[src/include/ptm_defs.svh]
// offsets, field positions, reset values and counts for the periodic timer
`ifndef PTM_DEFS_SVH
`define PTM_DEFS_SVH

`define PTM_OFS_RUN_CTRL      4'h0
`define PTM_OFS_OUT_CTRL      4'h1
`define PTM_OFS_CNT_LO        4'h2
`define PTM_OFS_CNT_HI        4'h3
`define PTM_OFS_CMPA_LO       4'h4
`define PTM_OFS_CMPA_HI       4'h5
`define PTM_OFS_CMPP_LO       4'h6
`define PTM_OFS_CMPP_HI       4'h7
`define PTM_OFS_FLAGS         4'h8

`define PTM_RUN_BIT           0
`define PTM_TICK_SEL_BIT      1
`define PTM_MODE_HI_BIT       7
`define PTM_MODE_LO_BIT       6
`define PTM_ACT_HI_BIT        5
`define PTM_ACT_LO_BIT        4
`define PTM_INIT_BIT          3
`define PTM_INV_BIT           2
`define PTM_CAPSEL_BIT        1
`define PTM_CLRSEL_BIT        0
`define PTM_FLAG_A_BIT        0
`define PTM_FLAG_P_BIT        1

`define PTM_CTRL_RESET        8'h00
`define PTM_CNT_W             10
`define PTM_CNT_ZERO          10'h000
`define PTM_CNT_ONE           10'h001
`define PTM_CNT_MAX           10'h3FF

`endif

[src/include/ptm_pkg.sv]
// types for the periodic timer
package ptm_pkg;
  typedef enum logic [1:0] {
    PTM_MODE_CMP   = 2'b00,
    PTM_MODE_CAP   = 2'b01,
    PTM_MODE_PWM   = 2'b10,
    PTM_MODE_TIMER = 2'b11
  } ptm_mode_t;

  typedef enum logic [1:0] {
    PTM_ACT_A0 = 2'b00,
    PTM_ACT_A1 = 2'b01,
    PTM_ACT_A2 = 2'b10,
    PTM_ACT_A3 = 2'b11
  } ptm_action_t;

  typedef logic [9:0] ptm_count_t;
endpackage

[src/core/ptm_timer.sv]
// 10-bit periodic timer with avalon-mm register slave
//
// Local design decisions: the Avalon-MM interface to the registers and the address map.
`timescale 1ns/1ps
`include "ptm_defs.svh"
// Operation
// - initial-level bit: start level in compare mode, active level in pwm
// - invert bit flips the timer output pins, not in timer/counter or capture mode
// - capture source: 0 capture pin, 1 external clock pin
// - clear select 1 clears on match a, 0 on match p or overflow
// - overflow clearing only when compare_p_value is all zero
// - clear select ignored in pwm, single pulse and capture modes
// - counter read through two read-only bytes, unused high bits zero
// - compare values in low byte plus two high bits, reset zero
// - mode 00 is compare match output mode
// - compare mode, clear select 0: both match flags set
// - compare mode, clear select 1: only match a flag set
// - in compare mode only a match a moves the pin
// - compare action: none, low, high, toggle
// - run bit rising loads the pin with the initial level
// - run rising clears counter, falling holds it
// - mode 11 acts as compare mode without the output pin
// - pwm period by match p clear, duty by compare_a_value
// - pwm sets match a and match p flags
// - pwm action: inactive, active, waveform, single pulse
// - pwm counting continues while the level is forced
// - compare_a_value at or above compare_p_value gives full duty
// - pwm action enables waveform or forces a fixed level
module ptm_timer (
  input  wire logic              clk,
  input  wire logic              rst,
  input  wire logic [3:0]        avs_address,
  input  wire logic              avs_read,
  input  wire logic              avs_write,
  input  wire logic [7:0]        avs_writedata,
  output logic      [7:0]        avs_readdata,
  output logic                   avs_waitrequest,
  input  wire logic              int_tick,
  input  wire logic              ext_clock_pin,
  input  wire logic              capture_pin,
  output logic                   capture_trigger,
  output ptm_pkg::ptm_count_t    count_value,
  output logic                   timer_out_0,
  output logic                   timer_out_1,
  output logic                   timer_out_en
);
  import ptm_pkg::*;

  logic        counter_run;
  logic        tick_select;
  logic [7:0]  timer_output_control;
  ptm_count_t  compare_a_value;
  ptm_count_t  compare_p_value;
  logic        match_a_flag;
  logic        match_p_flag;
  logic        run_prev;
  logic        ext_prev;
  logic        pin_level;
  logic        pwm_high;
  logic        acc_done;
  logic        tick;
  logic        run_rise;
  logic        match_a;
  logic        match_p;
  logic        clear_cnt;
  logic        level;
  logic        wr_en;
  logic        flag_clr_a;
  logic        flag_clr_p;
  logic        wr_run;
  logic        wr_ctrl;
  logic        wr_a_lo;
  logic        wr_a_hi;
  logic        wr_p_lo;
  logic        wr_p_hi;
  logic        wr_flags;
  logic        out_level;
  logic        drive_en;
  logic [7:0]  next_readdata;
  ptm_mode_t   mode;
  ptm_action_t action;

  assign mode   = ptm_mode_t'(timer_output_control[`PTM_MODE_HI_BIT:`PTM_MODE_LO_BIT]);
  assign action = ptm_action_t'(timer_output_control[`PTM_ACT_HI_BIT:`PTM_ACT_LO_BIT]);

  // one wait cycle per access keeps the read data registered
  assign avs_waitrequest = (avs_read | avs_write) & ~acc_done;
  // a write lands only in the answered cycle, where waitrequest is low
  assign wr_en = avs_write & acc_done;

  always_ff @(posedge clk) begin
    if (rst) begin
      acc_done <= 1'b0;
    end else begin
      acc_done <= (avs_read | avs_write) & ~acc_done;
    end
  end

  // tick source: internal divider enable or external pin rising edge
  always_ff @(posedge clk) begin
    if (rst) begin
      ext_prev <= 1'b0;
    end else begin
      ext_prev <= ext_clock_pin;
    end
  end

  always_ff @(posedge clk) begin
    if (rst) begin
      run_prev <= 1'b0;
    end else begin
      run_prev <= counter_run;
    end
  end
  assign tick     = tick_select ? (ext_clock_pin & ~ext_prev) : int_tick;
  assign run_rise = counter_run & ~run_prev;

  assign capture_trigger = timer_output_control[`PTM_CAPSEL_BIT] ? ext_clock_pin : capture_pin;

  assign match_a = tick & counter_run & (count_value == compare_a_value);
  assign match_p = tick & counter_run & (count_value == compare_p_value);

  always_comb begin
    clear_cnt = 1'b0;
    case (mode)
      PTM_MODE_PWM: begin
        clear_cnt = match_p;
      end
      PTM_MODE_CAP: begin
        clear_cnt = match_p;
      end
      default: begin
        if (timer_output_control[`PTM_CLRSEL_BIT]) begin
          clear_cnt = match_a;
        end else if (compare_p_value == `PTM_CNT_ZERO) begin
          clear_cnt = tick & counter_run & (count_value == `PTM_CNT_MAX);
        end else begin
          clear_cnt = match_p;
        end
      end
    endcase
  end

  // counter
  always_ff @(posedge clk) begin
    if (rst) begin
      count_value <= `PTM_CNT_ZERO;
    end else if (run_rise) begin
      count_value <= `PTM_CNT_ZERO;
    end else if (counter_run & tick) begin
      if (clear_cnt) begin
        count_value <= `PTM_CNT_ZERO;
      end else begin
        count_value <= count_value + `PTM_CNT_ONE;
      end
    end
  end

  // one write strobe per register; unmapped offsets raise none, so such writes drop
  always_comb begin
    wr_run   = 1'b0;
    wr_ctrl  = 1'b0;
    wr_a_lo  = 1'b0;
    wr_a_hi  = 1'b0;
    wr_p_lo  = 1'b0;
    wr_p_hi  = 1'b0;
    wr_flags = 1'b0;
    if (avs_address == `PTM_OFS_RUN_CTRL) begin
      wr_run = wr_en;
    end else if (avs_address == `PTM_OFS_OUT_CTRL) begin
      wr_ctrl = wr_en;
    end else if (avs_address == `PTM_OFS_CMPA_LO) begin
      wr_a_lo = wr_en;
    end else if (avs_address == `PTM_OFS_CMPA_HI) begin
      wr_a_hi = wr_en;
    end else if (avs_address == `PTM_OFS_CMPP_LO) begin
      wr_p_lo = wr_en;
    end else if (avs_address == `PTM_OFS_CMPP_HI) begin
      wr_p_hi = wr_en;
    end else if (avs_address == `PTM_OFS_FLAGS) begin
      wr_flags = wr_en;
    end
  end

  // match flags, set wins over software clear
  assign flag_clr_a = wr_flags & avs_writedata[`PTM_FLAG_A_BIT];
  assign flag_clr_p = wr_flags & avs_writedata[`PTM_FLAG_P_BIT];

  always_ff @(posedge clk) begin
    if (rst) begin
      match_a_flag <= 1'b0;
    end else if (match_a) begin
      match_a_flag <= 1'b1;
    end else if (flag_clr_a) begin
      match_a_flag <= 1'b0;
    end
  end

  always_ff @(posedge clk) begin
    if (rst) begin
      match_p_flag <= 1'b0;
    end else if (match_p && !((mode == PTM_MODE_CMP || mode == PTM_MODE_TIMER)
                              && timer_output_control[`PTM_CLRSEL_BIT])) begin
      match_p_flag <= 1'b1;
    end else if (flag_clr_p) begin
      match_p_flag <= 1'b0;
    end
  end

  // compare output level
  always_ff @(posedge clk) begin
    if (rst) begin
      pin_level <= 1'b0;
    end else if (run_rise) begin
      pin_level <= timer_output_control[`PTM_INIT_BIT];
    end else if (match_a && mode == PTM_MODE_CMP) begin
      case (action)
        PTM_ACT_A1: pin_level <= 1'b0;
        PTM_ACT_A2: pin_level <= 1'b1;
        PTM_ACT_A3: pin_level <= ~pin_level;
        default:    pin_level <= pin_level;
      endcase
    end
  end

  // pwm active phase: from period start until duty match
  always_ff @(posedge clk) begin
    if (rst) begin
      pwm_high <= 1'b0;
    end else if (run_rise) begin
      pwm_high <= 1'b1;
    end else if (counter_run & tick) begin
      if (compare_a_value >= compare_p_value) begin
        pwm_high <= 1'b1;
      end else if (clear_cnt) begin
        pwm_high <= 1'b1;
      end else if (match_a) begin
        pwm_high <= 1'b0;
      end
    end
  end

  always_comb begin
    level = 1'b0;
    case (mode)
      PTM_MODE_PWM: begin
        case (action)
          PTM_ACT_A0: level = ~timer_output_control[`PTM_INIT_BIT];
          PTM_ACT_A1: level = timer_output_control[`PTM_INIT_BIT];
          // single pulse: active while running, not modelled further
          PTM_ACT_A3: level = counter_run ? timer_output_control[`PTM_INIT_BIT]
                                          : ~timer_output_control[`PTM_INIT_BIT];
          default:    level = pwm_high ? timer_output_control[`PTM_INIT_BIT]
                                       : ~timer_output_control[`PTM_INIT_BIT];
        endcase
      end
      PTM_MODE_CMP: level = pin_level;
      default:      level = 1'b0;
    endcase
  end

  // invert last; timer/counter and capture modes hold the pins low, so the
  // invert bit cannot show through there
  assign out_level = drive_en ? (level ^ timer_output_control[`PTM_INV_BIT]) : 1'b0;
  assign drive_en  = (mode == PTM_MODE_CMP) || (mode == PTM_MODE_PWM);

  always_ff @(posedge clk) begin
    if (rst) begin
      timer_out_0 <= 1'b0;
    end else begin
      timer_out_0 <= out_level;
    end
  end

  always_ff @(posedge clk) begin
    if (rst) begin
      timer_out_1 <= 1'b0;
    end else begin
      timer_out_1 <= out_level;
    end
  end

  always_ff @(posedge clk) begin
    if (rst) begin
      timer_out_en <= 1'b0;
    end else begin
      timer_out_en <= drive_en;
    end
  end

  // register writes, one process per register
  always_ff @(posedge clk) begin
    if (rst) begin
      counter_run <= 1'b0;
      tick_select <= 1'b0;
    end else if (wr_run) begin
      counter_run <= avs_writedata[`PTM_RUN_BIT];
      tick_select <= avs_writedata[`PTM_TICK_SEL_BIT];
    end
  end

  always_ff @(posedge clk) begin
    if (rst) begin
      timer_output_control <= `PTM_CTRL_RESET;
    end else if (wr_ctrl) begin
      timer_output_control <= avs_writedata;
    end
  end

  // halves load independently; the comparators see a mixed value between the two writes
  always_ff @(posedge clk) begin
    if (rst) begin
      compare_a_value[7:0] <= 8'h00;
    end else if (wr_a_lo) begin
      compare_a_value[7:0] <= avs_writedata;
    end
  end

  always_ff @(posedge clk) begin
    if (rst) begin
      compare_a_value[9:8] <= 2'b00;
    end else if (wr_a_hi) begin
      compare_a_value[9:8] <= avs_writedata[1:0];
    end
  end

  always_ff @(posedge clk) begin
    if (rst) begin
      compare_p_value[7:0] <= 8'h00;
    end else if (wr_p_lo) begin
      compare_p_value[7:0] <= avs_writedata;
    end
  end

  always_ff @(posedge clk) begin
    if (rst) begin
      compare_p_value[9:8] <= 2'b00;
    end else if (wr_p_hi) begin
      compare_p_value[9:8] <= avs_writedata[1:0];
    end
  end

  // register reads; unmapped offsets read zero
  always_comb begin
    next_readdata = 8'h00;
    if (avs_address == `PTM_OFS_RUN_CTRL) begin
      next_readdata = {6'h00, tick_select, counter_run};
    end else if (avs_address == `PTM_OFS_OUT_CTRL) begin
      next_readdata = timer_output_control;
    end else if (avs_address == `PTM_OFS_CNT_LO) begin
      next_readdata = count_value[7:0];
    end else if (avs_address == `PTM_OFS_CNT_HI) begin
      next_readdata = {6'h00, count_value[9:8]};
    end else if (avs_address == `PTM_OFS_CMPA_LO) begin
      next_readdata = compare_a_value[7:0];
    end else if (avs_address == `PTM_OFS_CMPA_HI) begin
      next_readdata = {6'h00, compare_a_value[9:8]};
    end else if (avs_address == `PTM_OFS_CMPP_LO) begin
      next_readdata = compare_p_value[7:0];
    end else if (avs_address == `PTM_OFS_CMPP_HI) begin
      next_readdata = {6'h00, compare_p_value[9:8]};
    end else if (avs_address == `PTM_OFS_FLAGS) begin
      next_readdata = {6'h00, match_p_flag, match_a_flag};
    end
  end

  // read data is latched in the wait cycle and stands until the next read
  always_ff @(posedge clk) begin
    if (rst) begin
      avs_readdata <= 8'h00;
    end else if (avs_read & ~acc_done) begin
      avs_readdata <= next_readdata;
    end
  end
endmodule

[config.mk]
export PLATFORM = sky130hd
export DESIGN_NAME = ptm_timer
export DESIGN_NICKNAME = d
export VERILOG_FILES = /design/src/include/ptm_pkg.sv /design/src/core/ptm_timer.sv
export VERILOG_INCLUDE_DIRS = /design/src /design/src/include
export SDC_FILE = /design/constraint.sdc
export NUM_CORES = 1
export LEC_CHECK = 0
export BUFFER_PORTS_ARGS = -buffer_cell sky130_fd_sc_hd__buf_4
export CORE_MARGIN = 2
export CORE_UTILIZATION = 63
export DETAILED_ROUTE_END_ITERATION = 8
export PLACE_DENSITY = 0.9
export SYNTH_ARGS = -nofsm -noshare
export SYNTH_HDL_FRONTEND = slang
export SYNTH_SLANG_ARGS = --single-unit
[constraint.sdc]
create_clock -name clk -period 4.1 [get_ports clk]
set_clock_uncertainty 0.05 [all_clocks]
set_input_delay 0 -clock clk [delete_from_list [all_inputs] [get_ports clk]]
set_output_delay 0 -clock clk [all_outputs]
set_load 0.01 [all_outputs]
==> qor.json, run 1 <==
{
  "worst_ep_required_time": {"value": 4.27, "unit": "ns"},
  "gpl.final_weighted_congestion": {"value": 1.04},
  "top_cells_by_instance_count_after_synthesis": {"value": "60 x nor2_1, 57 x dfxtp_1, 39 x nand2_1"},
  "drt_drc_violations_left": {"value": 0},
  "fmax": {"value": 427, "unit": "MHz"},
  "ys_warn_count": {"value": 0},
  "critPathCaptureType": {"value": "register"},
  "grt_met2_usage": {"value": 53.2, "unit": "%"},
  "setup_violators_final": {"value": 0},
  "clock_tree.htree_level_count": {"value": 3},
  "initialDrtViolationCount": {"value": 294},
  "grt_max_degree": {"value": 49},
  "synthDominantCellAreaShare": {"value": 33.8, "unit": "%"},
  "cts_root_buf": {"value": "clkbuf_8"},
  "dr.pass1.iters": {"value": 5},
  "synth_edf_count": {"value": 0},
  "worst_ep_arrival_time": {"value": 2.51, "unit": "ns"},
  "groute.usage.overall": {"value": 31.5, "unit": "%"},
  "place.detailed.instances": {"value": 500},
  "syn_nets": {"value": 450},
  "fp.coreArea": {"value": 5140, "unit": "sq um"},
  "hpwlAfterDp": {"value": 6380, "unit": "um"},
  "fraction_of_layout_instances_using_a_drive_strength_above_1": {"value": 16.3, "unit": "%"},
  "global_route.overflow_total": {"value": 0},
  "synth_area_leaders": {"value": "dfxtp_1 34%, nor2_1 6.7%, ha_1 6.3%, xor2_1 6.0%, mux2i_1 4.5%"},
  "grt_pass1_vias": {"value": 3042},
  "dr_total_vias": {"value": 3153},
  "fp.dieW": {"value": 77.2, "unit": "um"},
  "diodes": {"value": 0},
  "power.ir.vdd_worst": {"value": 0.000241, "unit": "V"},
  "routed_wire_length_per_instance": {"value": 16.9, "unit": "um"},
  "synth.most_common_cell": {"value": "nor2_1"},
  "floorplan.die.height": {"value": 77.2, "unit": "um"},
  "worstPathMaxFanout": {"value": 5},
  "clk_pin_slew_worst_paths": {"value": 0.07, "unit": "ns"},
  "global_route_layer_with_the_greatest_usage": {"value": "met2"},
  "layout.filler_cells": {"value": 368},
  "cts.repair_timing.setup_buffer_count": {"value": 0},
  "design.final.nets": {"value": 490},
  "timing.final.crit_period": {"value": 2.34, "unit": "ns"},
  "period_utilization": {"value": 57.1, "unit": "%"},
  "post_cts_resize_count": {"value": 0},
  "finalHoldViolCount": {"value": 0},
  "cts_tree": {"value": "done"},
  "std_cell_rows": {"value": 26},
  "worst_slew_pin_slew": {"value": 1.09, "unit": "ns"},
  "start_util": {"value": 65.6, "unit": "%"},
  "die_area": {"value": 5960, "unit": "sq um"},
  "p_leak": {"value": 1.65, "unit": "nW"},
  "areaGrowthSynthToFinish": {"value": 17.7, "unit": "%"},
  "worstSkewPairLatency": {"value": 0.35, "unit": "ns"},
  "postCtsHoldBufs": {"value": 13},
  "grt_setup_unrepaired": {"value": "false"},
  "finalSetupTns": {"value": 0, "unit": "ns"},
  "number_of_antenna_violations_at_the_first_check_in_global_routing": {"value": 0},
  "pin_count": {"value": 42},
  "min_path_type": {"value": "input pin to register"},
  "cts_sinks": {"value": 57},
  "port-buffer-count": {"value": 41},
  "first_pass_grt_wire_length": {"value": 14400, "unit": "um"},
  "ctsLongestPathBuffers": {"value": 2},
  "report.final.slew_viol_count": {"value": 0},
  "timing.slew.headroom": {"value": 27.0, "unit": "%"},
  "route.detailed.vias_per_inst": {"value": 5.96},
  "status": {"value": "completed"},
  "cell_type_contributing_the_most_total_cell_area_after_synthesis": {"value": "dfxtp_1"},
  "ys_ff_latch": {"value": 57},
  "cap_viol_max_count": {"value": 0},
  "netlist-cell-type-count": {"value": 55},
  "drt-total-wl": {"value": 8920, "unit": "um"},
  "final_cell_count_no_fill": {"value": 529},
  "critPathKind": {"value": "register to register"},
  "globalRouteMet3Util": {"value": 10.2, "unit": "%"},
  "worstSetupStartpointType": {"value": "register"},
  "post_synth_inst_count": {"value": 414},
  "proportion_of_synthesized_chip_area_in_sequential_cells": {"value": 33.8, "unit": "%"},
  "dominantRegCellSynth": {"value": "dfxtp_1"},
  "synth.avg_cell_area": {"value": 8.15, "unit": "sq um"},
  "met1_usage": {"value": 37.6, "unit": "%"},
  "async_flop_share": {"value": 0, "unit": "%"},
  "postRouteAntennaNets": {"value": 0},
  "power_per_cell_area": {"value": 302, "unit": "nW/um^2"},
  "number_of_clock_buffers_inserted_by_tritoncts": {"value": 9},
  "syn-cell-area": {"value": 3370, "unit": "sq um"}
}
==> final timing paths <==
check | to | startpoint | slack (ns) | cells after the start
max reg2reg | pwm_high$_SDFFE_PP0P_ | compare_p_value[5]$_SDFFE_PP0P_ | 1.76 | 8
max | pwm_high$_SDFFE_PP0P_ | compare_p_value[5]$_SDFFE_PP0P_ | 1.76 | 8
min | run_prev$_SDFF_PP0_ | rst | 0.03 | 2
min reg2reg | timer_output_control[6]$_SDFFE_PP0P_ | timer_output_control[6]$_SDFFE_PP0P_ | 0.41 | 2
==> cells by family (layout without fill, tap and decap cells) <==
family | Yosys count | in the layout | share of synthesized area, %
buffers and inverters | 46 | 91 | 6.01
adders and majority gates | 17 | 17 | 6.31
and+or+nand+nor | 154 | 154 | 22.2
muxes | 23 | 23 | 7.12
AOI/OAI and AO/OA | 87 | 87 | 16.7
xor gates and xnor gates | 30 | 30 | 7.79
DFF | 57 | 57 | 33.8
==> per-layer routing <==
metal  wire (um)  vias to the layer above
met2        4320                      156
li1            -                     1529
met5           0                        -
met1        3680                     1443
met4         210                        0
met3         714                       25
==> through the flow <==
stage          setup WS [ns]  util, %  hold WS [ns]  power [mW]  area [sq um]
6_report                1.76     77.3        0.0292        1.20          3970
2_1_floorplan           1.97        -        0.0782       0.637          3370
4_1_cts                 1.78     77.3       0.00677        1.21          3970
3_3_place_gp            1.87     70.9         0.186       0.675          3640
3_5_place_dp            1.81     70.9         0.210       0.678          3640
5_1_grt                 1.64     77.3        0.0383        1.24          3970
==> final cells by class <==
cell class                 instances  area, sq um  area share [%]
multi-input combinational        311         2030            51.1
sequential                        57         1140            28.7
timing repair buffer              54          438            11.0
clock buffer                      10          128            3.21
tap                               70         87.6            2.21
inverter                          21         78.8            1.98
clock inverter                     6         68.8            1.73
==> where the power goes <==
group / total, mW / internal, mW / switching (mW)
Combinational: 0.108 / 0.0486 / 0.0590
Clock: 0.524 / 0.281 / 0.243
Sequential: 0.569 / 0.563 / 0.00652
Total: 1.20 / 0.892 / 0.309
==> cell usage in the layout (no fill, tap or decap), types with 2 or more instances in the layout <==
master	netlist	routed
o31a_1	2	2
a21oi_1	26	26
nor2b_1	5	5
nand3_1	5	5
nor2_1	60	60
ha_1	17	17
a21o_1	2	2
xor2_1	23	23
o21ai_0	19	19
clkbuf_8	0	9
nand2b_1	7	7
buf_4	2	41
xnor2_1	7	7
inv_1	21	21
a211oi_1	9	9
mux2_2	8	8
and3_1	3	3
nor4_1	7	7
or2_2	2	2
clkinvlp_4	0	4
a22o_1	2	2
nand3b_1	2	2
a22oi_1	9	9
dlygate4sd3_1	0	13
mux2i_1	15	15
a31oi_1	6	6
nand4_1	8	8
nor3_1	4	4
dfxtp_1	57	57
nand2_1	39	39
==> worst max-delay path, stage by stage, from the launching register on <==
cell	delay, ns
dfxtp_1	0.43
inv_1	0.07
ha_1	0.31
a2111o_1	0.41
a31oi_1	0.15
o21ai_0	0.10
a31o_2	0.25
a2111oi_2	0.34
nor3_1	0.08
==> registers in the layout, indices dropped and copies added (netlist names), 8 cells and up <==
name / count
compare_p_value: 10
count_value: 10
timer_output_control: 8
avs_readdata: 8
compare_a_value: 10
No activity file was read; power rests on OpenSTA's default activity.
==> run 2, diff against run 1 <==
- CORE_UTILIZATION: 63 -> 58
- PLACE_DENSITY: 0.9 -> 0.84
- clock period: 4.1 -> 2.3 ns (I/O delays scaled with it)
==> run 2 against run 1 <==
Effect of this change: combinational power rose by 80%; critical path depth did not move; via count rose by 2.7%; setup slack got worse by 1.6 ns; hold slack improved by 0.0081 ns; global-route usage fell by 1.2 points; non-clock buffer count rose by 15; die area rose by 8.2%; critical endpoint unchanged; largest power group unchanged; highest routed layer unchanged.
==> qor.json, run 2 (synthesis gave the netlist of run 1 again) <==
{
  "fmax": {"value": 457, "unit": "MHz", "change": "was 427 MHz"},
  "first_pass_grt_wire_length": {"value": 14700, "unit": "um", "change": "was 14400 um"},
  "worst_ep_arrival_time": {"value": 2.36, "unit": "ns", "change": "was 2.51 ns"},
  "grt_max_degree": {"value": 49, "change": "unchanged"},
  "cap_viol_max_count": {"value": 0, "change": "unchanged"},
  "pin_count": {"value": 42, "change": "unchanged"},
  "reg2reg_slack": {"value": 0.11, "unit": "ns", "change": "was 1.76 ns"},
  "design.final.nets": {"value": 505, "change": "was 490"},
  "cts_sinks": {"value": 57, "change": "unchanged"},
  "ctsLongestPathBuffers": {"value": 2, "change": "unchanged"},
  "cts.repair_timing.setup_buffer_count": {"value": 0, "change": "unchanged"},
  "diodes": {"value": 0, "change": "unchanged"},
  "layout.filler_cells": {"value": 426, "change": "was 368"},
  "gpl.final_weighted_congestion": {"value": 0.880, "change": "was 1.04"},
  "worstSkewPairLatency": {"value": 0.35, "unit": "ns", "change": "about the same"},
  "die_area": {"value": 6440, "unit": "sq um", "change": "was 5960 sq um"},
  "timing.slew.headroom": {"value": 57.6, "unit": "%", "change": "was 27.0%"},
  "power_per_cell_area": {"value": 529, "unit": "nW/um^2", "change": "was 302 nW/um^2"},
  "port-buffer-count": {"value": 41, "change": "unchanged"},
  "global_route.overflow_total": {"value": 0, "change": "unchanged"},
  "layout.cells.most_common": {"value": "nor2_1", "change": "unchanged"},
  "drt_drc_violations_left": {"value": 0, "change": "unchanged"},
  "worst_slew_pin_slew": {"value": 0.636, "unit": "ns", "change": "was 1.09 ns"},
  "report.final.slew_viol_count": {"value": 0, "change": "unchanged"},
  "layout_common_cells": {"value": "60 x nor2_1, 58 x buf_4, 56 x dfxtp_1", "change": "was 60 x nor2_1, 57 x dfxtp_1, 41 x buf_4"},
  "dr.pass1.iters": {"value": 5, "change": "unchanged"},
  "grt_setup_unrepaired": {"value": "false", "change": "unchanged"},
  "clk_pin_slew_worst_paths": {"value": 0.07, "unit": "ns", "change": "about the same"},
  "routed_wire_length_per_instance": {"value": 16.9, "unit": "um", "change": "about the same"},
  "min_path_type": {"value": "input pin to register", "change": "unchanged"},
  "timing.final.crit_period": {"value": 2.19, "unit": "ns", "change": "was 2.34 ns"},
  "std_cell_rows": {"value": 27, "change": "was 26"},
  "hpwlAfterDp": {"value": 6620, "unit": "um", "change": "was 6380 um"},
  "top_regs": {"value": "compare_a_value (10), compare_p_value (10), count_value (10)", "change": "unchanged"},
  "critPathCaptureType": {"value": "register", "change": "unchanged"},
  "cts_tree": {"value": "done", "change": "unchanged"},
  "worstPathMaxFanout": {"value": 3, "change": "was 5"},
  "place.detailed.instances": {"value": 519, "change": "was 500"},
  "number_of_clock_buffers_inserted_by_tritoncts": {"value": 9, "change": "unchanged"},
  "finalSetupTns": {"value": 0, "unit": "ns", "change": "unchanged"},
  "power.ir.vdd_worst": {"value": 0.000391, "unit": "V", "change": "was 0.000241 V"},
  "grt_pass1_vias": {"value": 3101, "change": "was 3042"},
  "critPathKind": {"value": "register to register", "change": "unchanged"},
  "route.detailed.vias_per_inst": {"value": 5.93, "change": "was 5.96"},
  "start_util": {"value": 60.5, "unit": "%", "change": "was 65.6%"},
  "setup_violators_final": {"value": 0, "change": "unchanged"},
  "groute.usage.overall": {"value": 30.2, "unit": "%", "change": "was 31.5%"},
  "worst_ep_required_time": {"value": 2.47, "unit": "ns", "change": "was 4.27 ns"},
  "cells_along_the_critical_path": {"value": "inv_1 > ha_1 > a2111o_1 > a31oi_1 > o21ai_1 > a31o_2 > a2111oi_4 > nor3_2", "change": "was inv_1 > ha_1 > a2111o_1 > a31oi_1 > o21ai_0 > a31o_2 > a2111oi_2 > nor3_1"},
  "initialDrtViolationCount": {"value": 226, "change": "was 294"},
  "finalHoldViolCount": {"value": 0, "change": "unchanged"},
  "final_cell_count_no_fill": {"value": 546, "change": "was 529"},
  "areaGrowthSynthToFinish": {"value": 21.6, "unit": "%", "change": "was 17.7%"},
  "clock_tree.htree_level_count": {"value": 3, "change": "unchanged"},
  "cts_root_buf": {"value": "clkbuf_8", "change": "unchanged"},
  "postRouteAntennaNets": {"value": 0, "change": "unchanged"},
  "floorplan.die.height": {"value": 80.3, "unit": "um", "change": "was 77.2 um"},
  "p_leak": {"value": 1.75, "unit": "nW", "change": "was 1.65 nW"},
  "status": {"value": "completed", "change": "unchanged"},
  "dr_total_vias": {"value": 3237, "change": "was 3153"},
  "worstSetupStartpointType": {"value": "register", "change": "unchanged"},
  "number_of_antenna_violations_at_the_first_check_in_global_routing": {"value": 0, "change": "unchanged"},
  "fp.dieW": {"value": 80.3, "unit": "um", "change": "was 77.2 um"},
  "drt-total-wl": {"value": 9250, "unit": "um", "change": "was 8920 um"},
  "fraction_of_layout_instances_using_a_drive_strength_above_1": {"value": 19.8, "unit": "%", "change": "was 16.3%"},
  "fp.coreArea": {"value": 5570, "unit": "sq um", "change": "was 5140 sq um"},
  "worst_path_largest_cell_delay": {"value": 0.43, "unit": "ns", "change": "about the same"},
  "crit_path_max_delay_cell_type": {"value": "a2111o_1", "change": "was dfxtp_1"},
  "period_utilization": {"value": 95.1, "unit": "%", "change": "was 57.1%"}
}
==> run 2: cell types whose count changed in the layout (fill, tap and decap cells not counted), moves of 2 or more <==
cell           change
dlygate4sd3_1      -2
clkinv_2           +2
buf_4             +17
clkinvlp_4         -2
==> run 2: worst paths after layout <==
kind                                              from                                   end  cells past startpoint
setup / recovery       compare_p_value[5]$_SDFFE_PP0P_                 pwm_high$_SDFFE_PP0P_                      8
setup reg to reg       compare_p_value[5]$_SDFFE_PP0P_                 pwm_high$_SDFFE_PP0P_                      8
hold reg to reg   timer_output_control[6]$_SDFFE_PP0P_  timer_output_control[6]$_SDFFE_PP0P_                      2
hold / removal                                     rst                   run_prev$_SDFF_PP0_                      2
==> run 2: through the flow <==
step                      total power [mW]  worst slack (ns)  hold slack, ns  utilization [%]  cell area (sq um)
after CTS                             2.16            0.0399          0.0286             73.2               4080
after global placement                1.21             0.160           0.180             67.7               3770
final                                 2.17             0.113          0.0373             73.6               4100
after global routing                  2.23            0.0338          0.0561             73.6               4100
after floorplan                       1.14             0.172          0.0782                -               3370
after detailed placement              1.21            0.0561           0.211             67.7               3770
==> run 2: area by class of cell <==
cell class	count	area (sq um)	share of cell area [%]
multi-input combinational	311	2050	49.9
clock buffer	11	141	3.45
timing repair buffer	69	546	13.3
inverter	21	78.8	1.92
sequential	57	1140	27.9
clock inverter	5	55.1	1.34
tap	72	90.1	2.20
==> run 2: where the power goes <==
| group | internal, mW | total (mW) | switching (mW) |
|---|---|---|---|
| clock | 0.526 | 0.961 | 0.435 |
| combinational | 0.0898 | 0.194 | 0.104 |
| sequential | 1.00 | 1.01 | 0.0111 |
==> run 2: worst max-delay path: cells and delay by family (launching register included) <==
| family | cells | cell delay (ns) |
|---|---|---|
| buffers and inverters | 1 | 0.05 |
| AND/OR/NAND/NOR | 1 | 0.08 |
| flip-flops | 1 | 0.33 |
| adder cells (fa/ha/maj) | 1 | 0.31 |
| AO/OA/AOI/OAI | 5 | 1.25 |
==> run 2: metal layers <==
layer | wire length, um | vias to the layer above | global-route usage, %
met4 | 339 | 0 | 15.1
li1 | - | 1554 | -
met5 | 0 | - | 0
met1 | 4000 | 1505 | 37.7
met3 | 606 | 33 | 6.52
met2 | 4300 | 145 | 49.1
==> run 2: timing repair <==
item,CTS,global route
resized for setup,0,4
hold buffers,11,0
endpoints found under the hold margin,30,0
setup endpoints to repair,0,1
==> run 3, diff against run 2 <==
- CORE_ASPECT_RATIO: default -> 1.5
==> run 3 against run 2 <==
Effect of this change: power up 6.1%; setup slack worse by 0.019 ns; hold slack better by 0.0066 ns; die area up 0.19%; combinational power about the same; first-iteration DRC count up 8.8%; global-route usage up 2.3 points; routed wire length up 7.4%; critical path depth down 1; largest power group is now clock.
==> qor.json, run 3 (synthesis gave the netlist of run 1 again) <==
{
  "cts_tree": {"value": "done", "change": "unchanged"},
  "finalWorstSetupSlack": {"value": 0.0933, "unit": "ns", "change": "was 0.113 ns"},
  "clk_pin_slew_worst_paths": {"value": 0.07, "unit": "ns", "change": "about the same"},
  "postRouteAntennaNets": {"value": 0, "change": "unchanged"},
  "setup_violators_final": {"value": 0, "change": "unchanged"},
  "global_route.overflow_total": {"value": 0, "change": "unchanged"},
  "grt_max_degree": {"value": 49, "change": "unchanged"},
  "fmax": {"value": 453, "unit": "MHz", "change": "was 457 MHz"},
  "die_area": {"value": 6450, "unit": "sq um", "change": "was 6440 sq um"},
  "number_of_clock_buffers_inserted_by_tritoncts": {"value": 9, "change": "unchanged"},
  "initialDrtViolationCount": {"value": 246, "change": "was 226"},
  "port-buffer-count": {"value": 41, "change": "unchanged"},
  "pin_count": {"value": 42, "change": "unchanged"},
  "route.detailed.vias_per_inst": {"value": 6.10, "change": "was 5.93"},
  "power.ir.vdd_worst": {"value": 0.000426, "unit": "V", "change": "was 0.000391 V"},
  "floorplan.die.height": {"value": 97.4, "unit": "um", "change": "was 80.3 um"},
  "dr.pass1.iters": {"value": 5, "change": "unchanged"},
  "dr_total_vias": {"value": 3332, "change": "was 3237"},
  "report.final.slew_viol_count": {"value": 0, "change": "unchanged"},
  "reg2reg_from": {"value": "compare_a_value[5]$_SDFFE_PP0P_", "change": "was compare_p_value[5]$_SDFFE_PP0P_"},
  "finalSetupTns": {"value": 0, "unit": "ns", "change": "unchanged"},
  "layout.cells.most_common": {"value": "nor2_1", "change": "unchanged"},
  "worstSetupStartpointType": {"value": "register", "change": "unchanged"},
  "drt_drc_violations_left": {"value": 0, "change": "unchanged"},
  "first_pass_grt_wire_length": {"value": 15800, "unit": "um", "change": "was 14700 um"},
  "worst_ep_arrival_time": {"value": 2.36, "unit": "ns", "change": "about the same"},
  "hpwlAfterDp": {"value": 7100, "unit": "um", "change": "was 6620 um"},
  "diodes": {"value": 0, "change": "unchanged"},
  "drt-total-wl": {"value": 9930, "unit": "um", "change": "was 9250 um"},
  "fraction_of_layout_instances_using_a_drive_strength_above_1": {"value": 19.6, "unit": "%", "change": "was 19.8%"},
  "min_path_type": {"value": "input pin to register", "change": "unchanged"},
  "number_of_antenna_violations_at_the_first_check_in_global_routing": {"value": 0, "change": "unchanged"},
  "top_regs": {"value": "compare_a_value (10), compare_p_value (10), count_value (10)", "change": "unchanged"},
  "worstPathMaxFanout": {"value": 4, "change": "was 3"},
  "period_utilization": {"value": 95.9, "unit": "%", "change": "was 95.1%"},
  "grt_setup_unrepaired": {"value": "false", "change": "unchanged"},
  "areaGrowthSynthToFinish": {"value": 22.4, "unit": "%", "change": "was 21.6%"},
  "status": {"value": "completed", "change": "unchanged"},
  "gpl.final_weighted_congestion": {"value": 0.966, "change": "was 0.880"},
  "worstSkewPairLatency": {"value": 0.35, "unit": "ns", "change": "about the same"},
  "critPathCaptureType": {"value": "register", "change": "unchanged"},
  "hp-start": {"value": "rst", "change": "unchanged"},
  "detailedPlace.worstSlack": {"value": 0.133, "unit": "ns", "change": "was 0.0561 ns"},
  "ctsLongestPathBuffers": {"value": 2, "change": "unchanged"},
  "power_per_cell_area": {"value": 558, "unit": "nW/um^2", "change": "was 529 nW/um^2"},
  "cap_viol_max_count": {"value": 0, "change": "unchanged"},
  "cts.repair_timing.setup_buffer_count": {"value": 0, "change": "unchanged"},
  "finalHoldViolCount": {"value": 0, "change": "unchanged"},
  "layout_common_cells": {"value": "60 x nor2_1, 58 x buf_4, 57 x dfxtp_1", "change": "was 60 x nor2_1, 58 x buf_4, 56 x dfxtp_1"},
  "timing.final.crit_period": {"value": 2.21, "unit": "ns", "change": "was 2.19 ns"},
  "cts_sinks": {"value": 57, "change": "unchanged"},
  "fp.coreArea": {"value": 5700, "unit": "sq um", "change": "was 5570 sq um"},
  "groute.usage.overall": {"value": 32.5, "unit": "%", "change": "was 30.2%"},
  "cts_root_buf": {"value": "clkbuf_8", "change": "unchanged"},
  "worst_slew_pin_slew": {"value": 0.578, "unit": "ns", "change": "was 0.636 ns"},
  "critPathKind": {"value": "register to register", "change": "unchanged"},
  "p_leak": {"value": 1.77, "unit": "nW", "change": "was 1.75 nW"},
  "std_cell_rows": {"value": 34, "change": "was 27"},
  "fp.dieW": {"value": 66.3, "unit": "um", "change": "was 80.3 um"},
  "cp-startpoint": {"value": "compare_a_value[5]$_SDFFE_PP0P_", "change": "was compare_p_value[5]$_SDFFE_PP0P_"},
  "grt_pass1_vias": {"value": 3177, "change": "was 3101"},
  "timing.slew.headroom": {"value": 61.5, "unit": "%", "change": "was 57.6%"},
  "start_util": {"value": 59.2, "unit": "%", "change": "was 60.5%"},
  "worst_ep_required_time": {"value": 2.46, "unit": "ns", "change": "was 2.47 ns"},
  "routed_wire_length_per_instance": {"value": 18.2, "unit": "um", "change": "was 16.9 um"},
  "layout.filler_cells": {"value": 465, "change": "was 426"},
  "clock_tree.htree_level_count": {"value": 3, "change": "unchanged"},
  "design.final.nets": {"value": 505, "change": "unchanged"}
}
==> run 3: layout make-up <==
class                   count  area (sq um)  share of cell area, %
well taps                  72          90.1                   2.18
flip-flops and latches     57          1140                   27.6
clock buffers              12           155                   3.76
inverters                  21          78.8                   1.91
multi-input cells         311          2040                   49.5
repair buffers             69           546                   13.2
clock inverters             4          75.1                   1.82
==> run 3: worst max-delay path, stage by stage (launching register included) <==
cell and delay (ns):
dfxtp_1 0.43, ha_4 0.25, a2111o_1 0.41, a31oi_1 0.15
o21ai_0 0.10, a31o_2 0.24, a2111oi_2 0.35, nor3_1 0.09
==> run 3: final timing paths <==
| kind | endpoint | slack [ns] | depth (start not counted) |
|---|---|---|---|
| worst max register to register | pwm_high$_SDFFE_PP0P_ | 0.09 | 7 |
| worst max-delay path | pwm_high$_SDFFE_PP0P_ | 0.09 | 7 |
| worst min-delay path | compare_a_value[1]$_SDFFE_PP0P_ | 0.04 | 2 |
| worst min register to register | timer_output_control[6]$_SDFFE_PP0P_ | 0.40 | 2 |
==> run 3: where the power goes <==
| group | internal (mW) | switching [mW] | total (mW) |
|---|---|---|---|
| Sequential | 1.00 | 0.0114 | 1.01 |
| Combinational | 0.0887 | 0.107 | 0.196 |
| Clock | 0.669 | 0.423 | 1.09 |
==> run 3: metrics by stage <==
| step | area (sq um) | instances | utilization (%) | total power [mW] | hold slack (ns) |
|---|---|---|---|---|---|
| 6_report | 4130 | 546 | 72.4 | 2.30 | 0.0439 |
| 5_1_grt | 4130 | 546 | 72.4 | 2.37 | 0.0636 |
| 4_1_cts | 4120 | 546 | 72.2 | 2.30 | 0.0450 |
| 3_5_place_dp | 3770 | 519 | 66.2 | 1.21 | 0.194 |
| 3_3_place_gp | 3770 | 519 | 66.2 | 1.21 | 0.181 |
| 2_1_floorplan | 3370 | 414 | - | 1.14 | 0.0782 |
==> run 3: metal layers <==
layer,share of wire [%],vias up,global-route usage (%),wire (um)
met2,49,172,50.0,4830
met4,5.7,0,21.0,563
met1,38,1572,39.5,3810
met3,7.3,41,7.76,727
li1,-,1547,-,-
met5,0,-,0,0
==> run 3: what timing repair did <==
item / CTS / global route
endpoints found under the hold margin: 30 / 0
gates resized for setup: 0 / 1
endpoints found under the setup margin: 0 / 1
hold buffers: 11 / 0
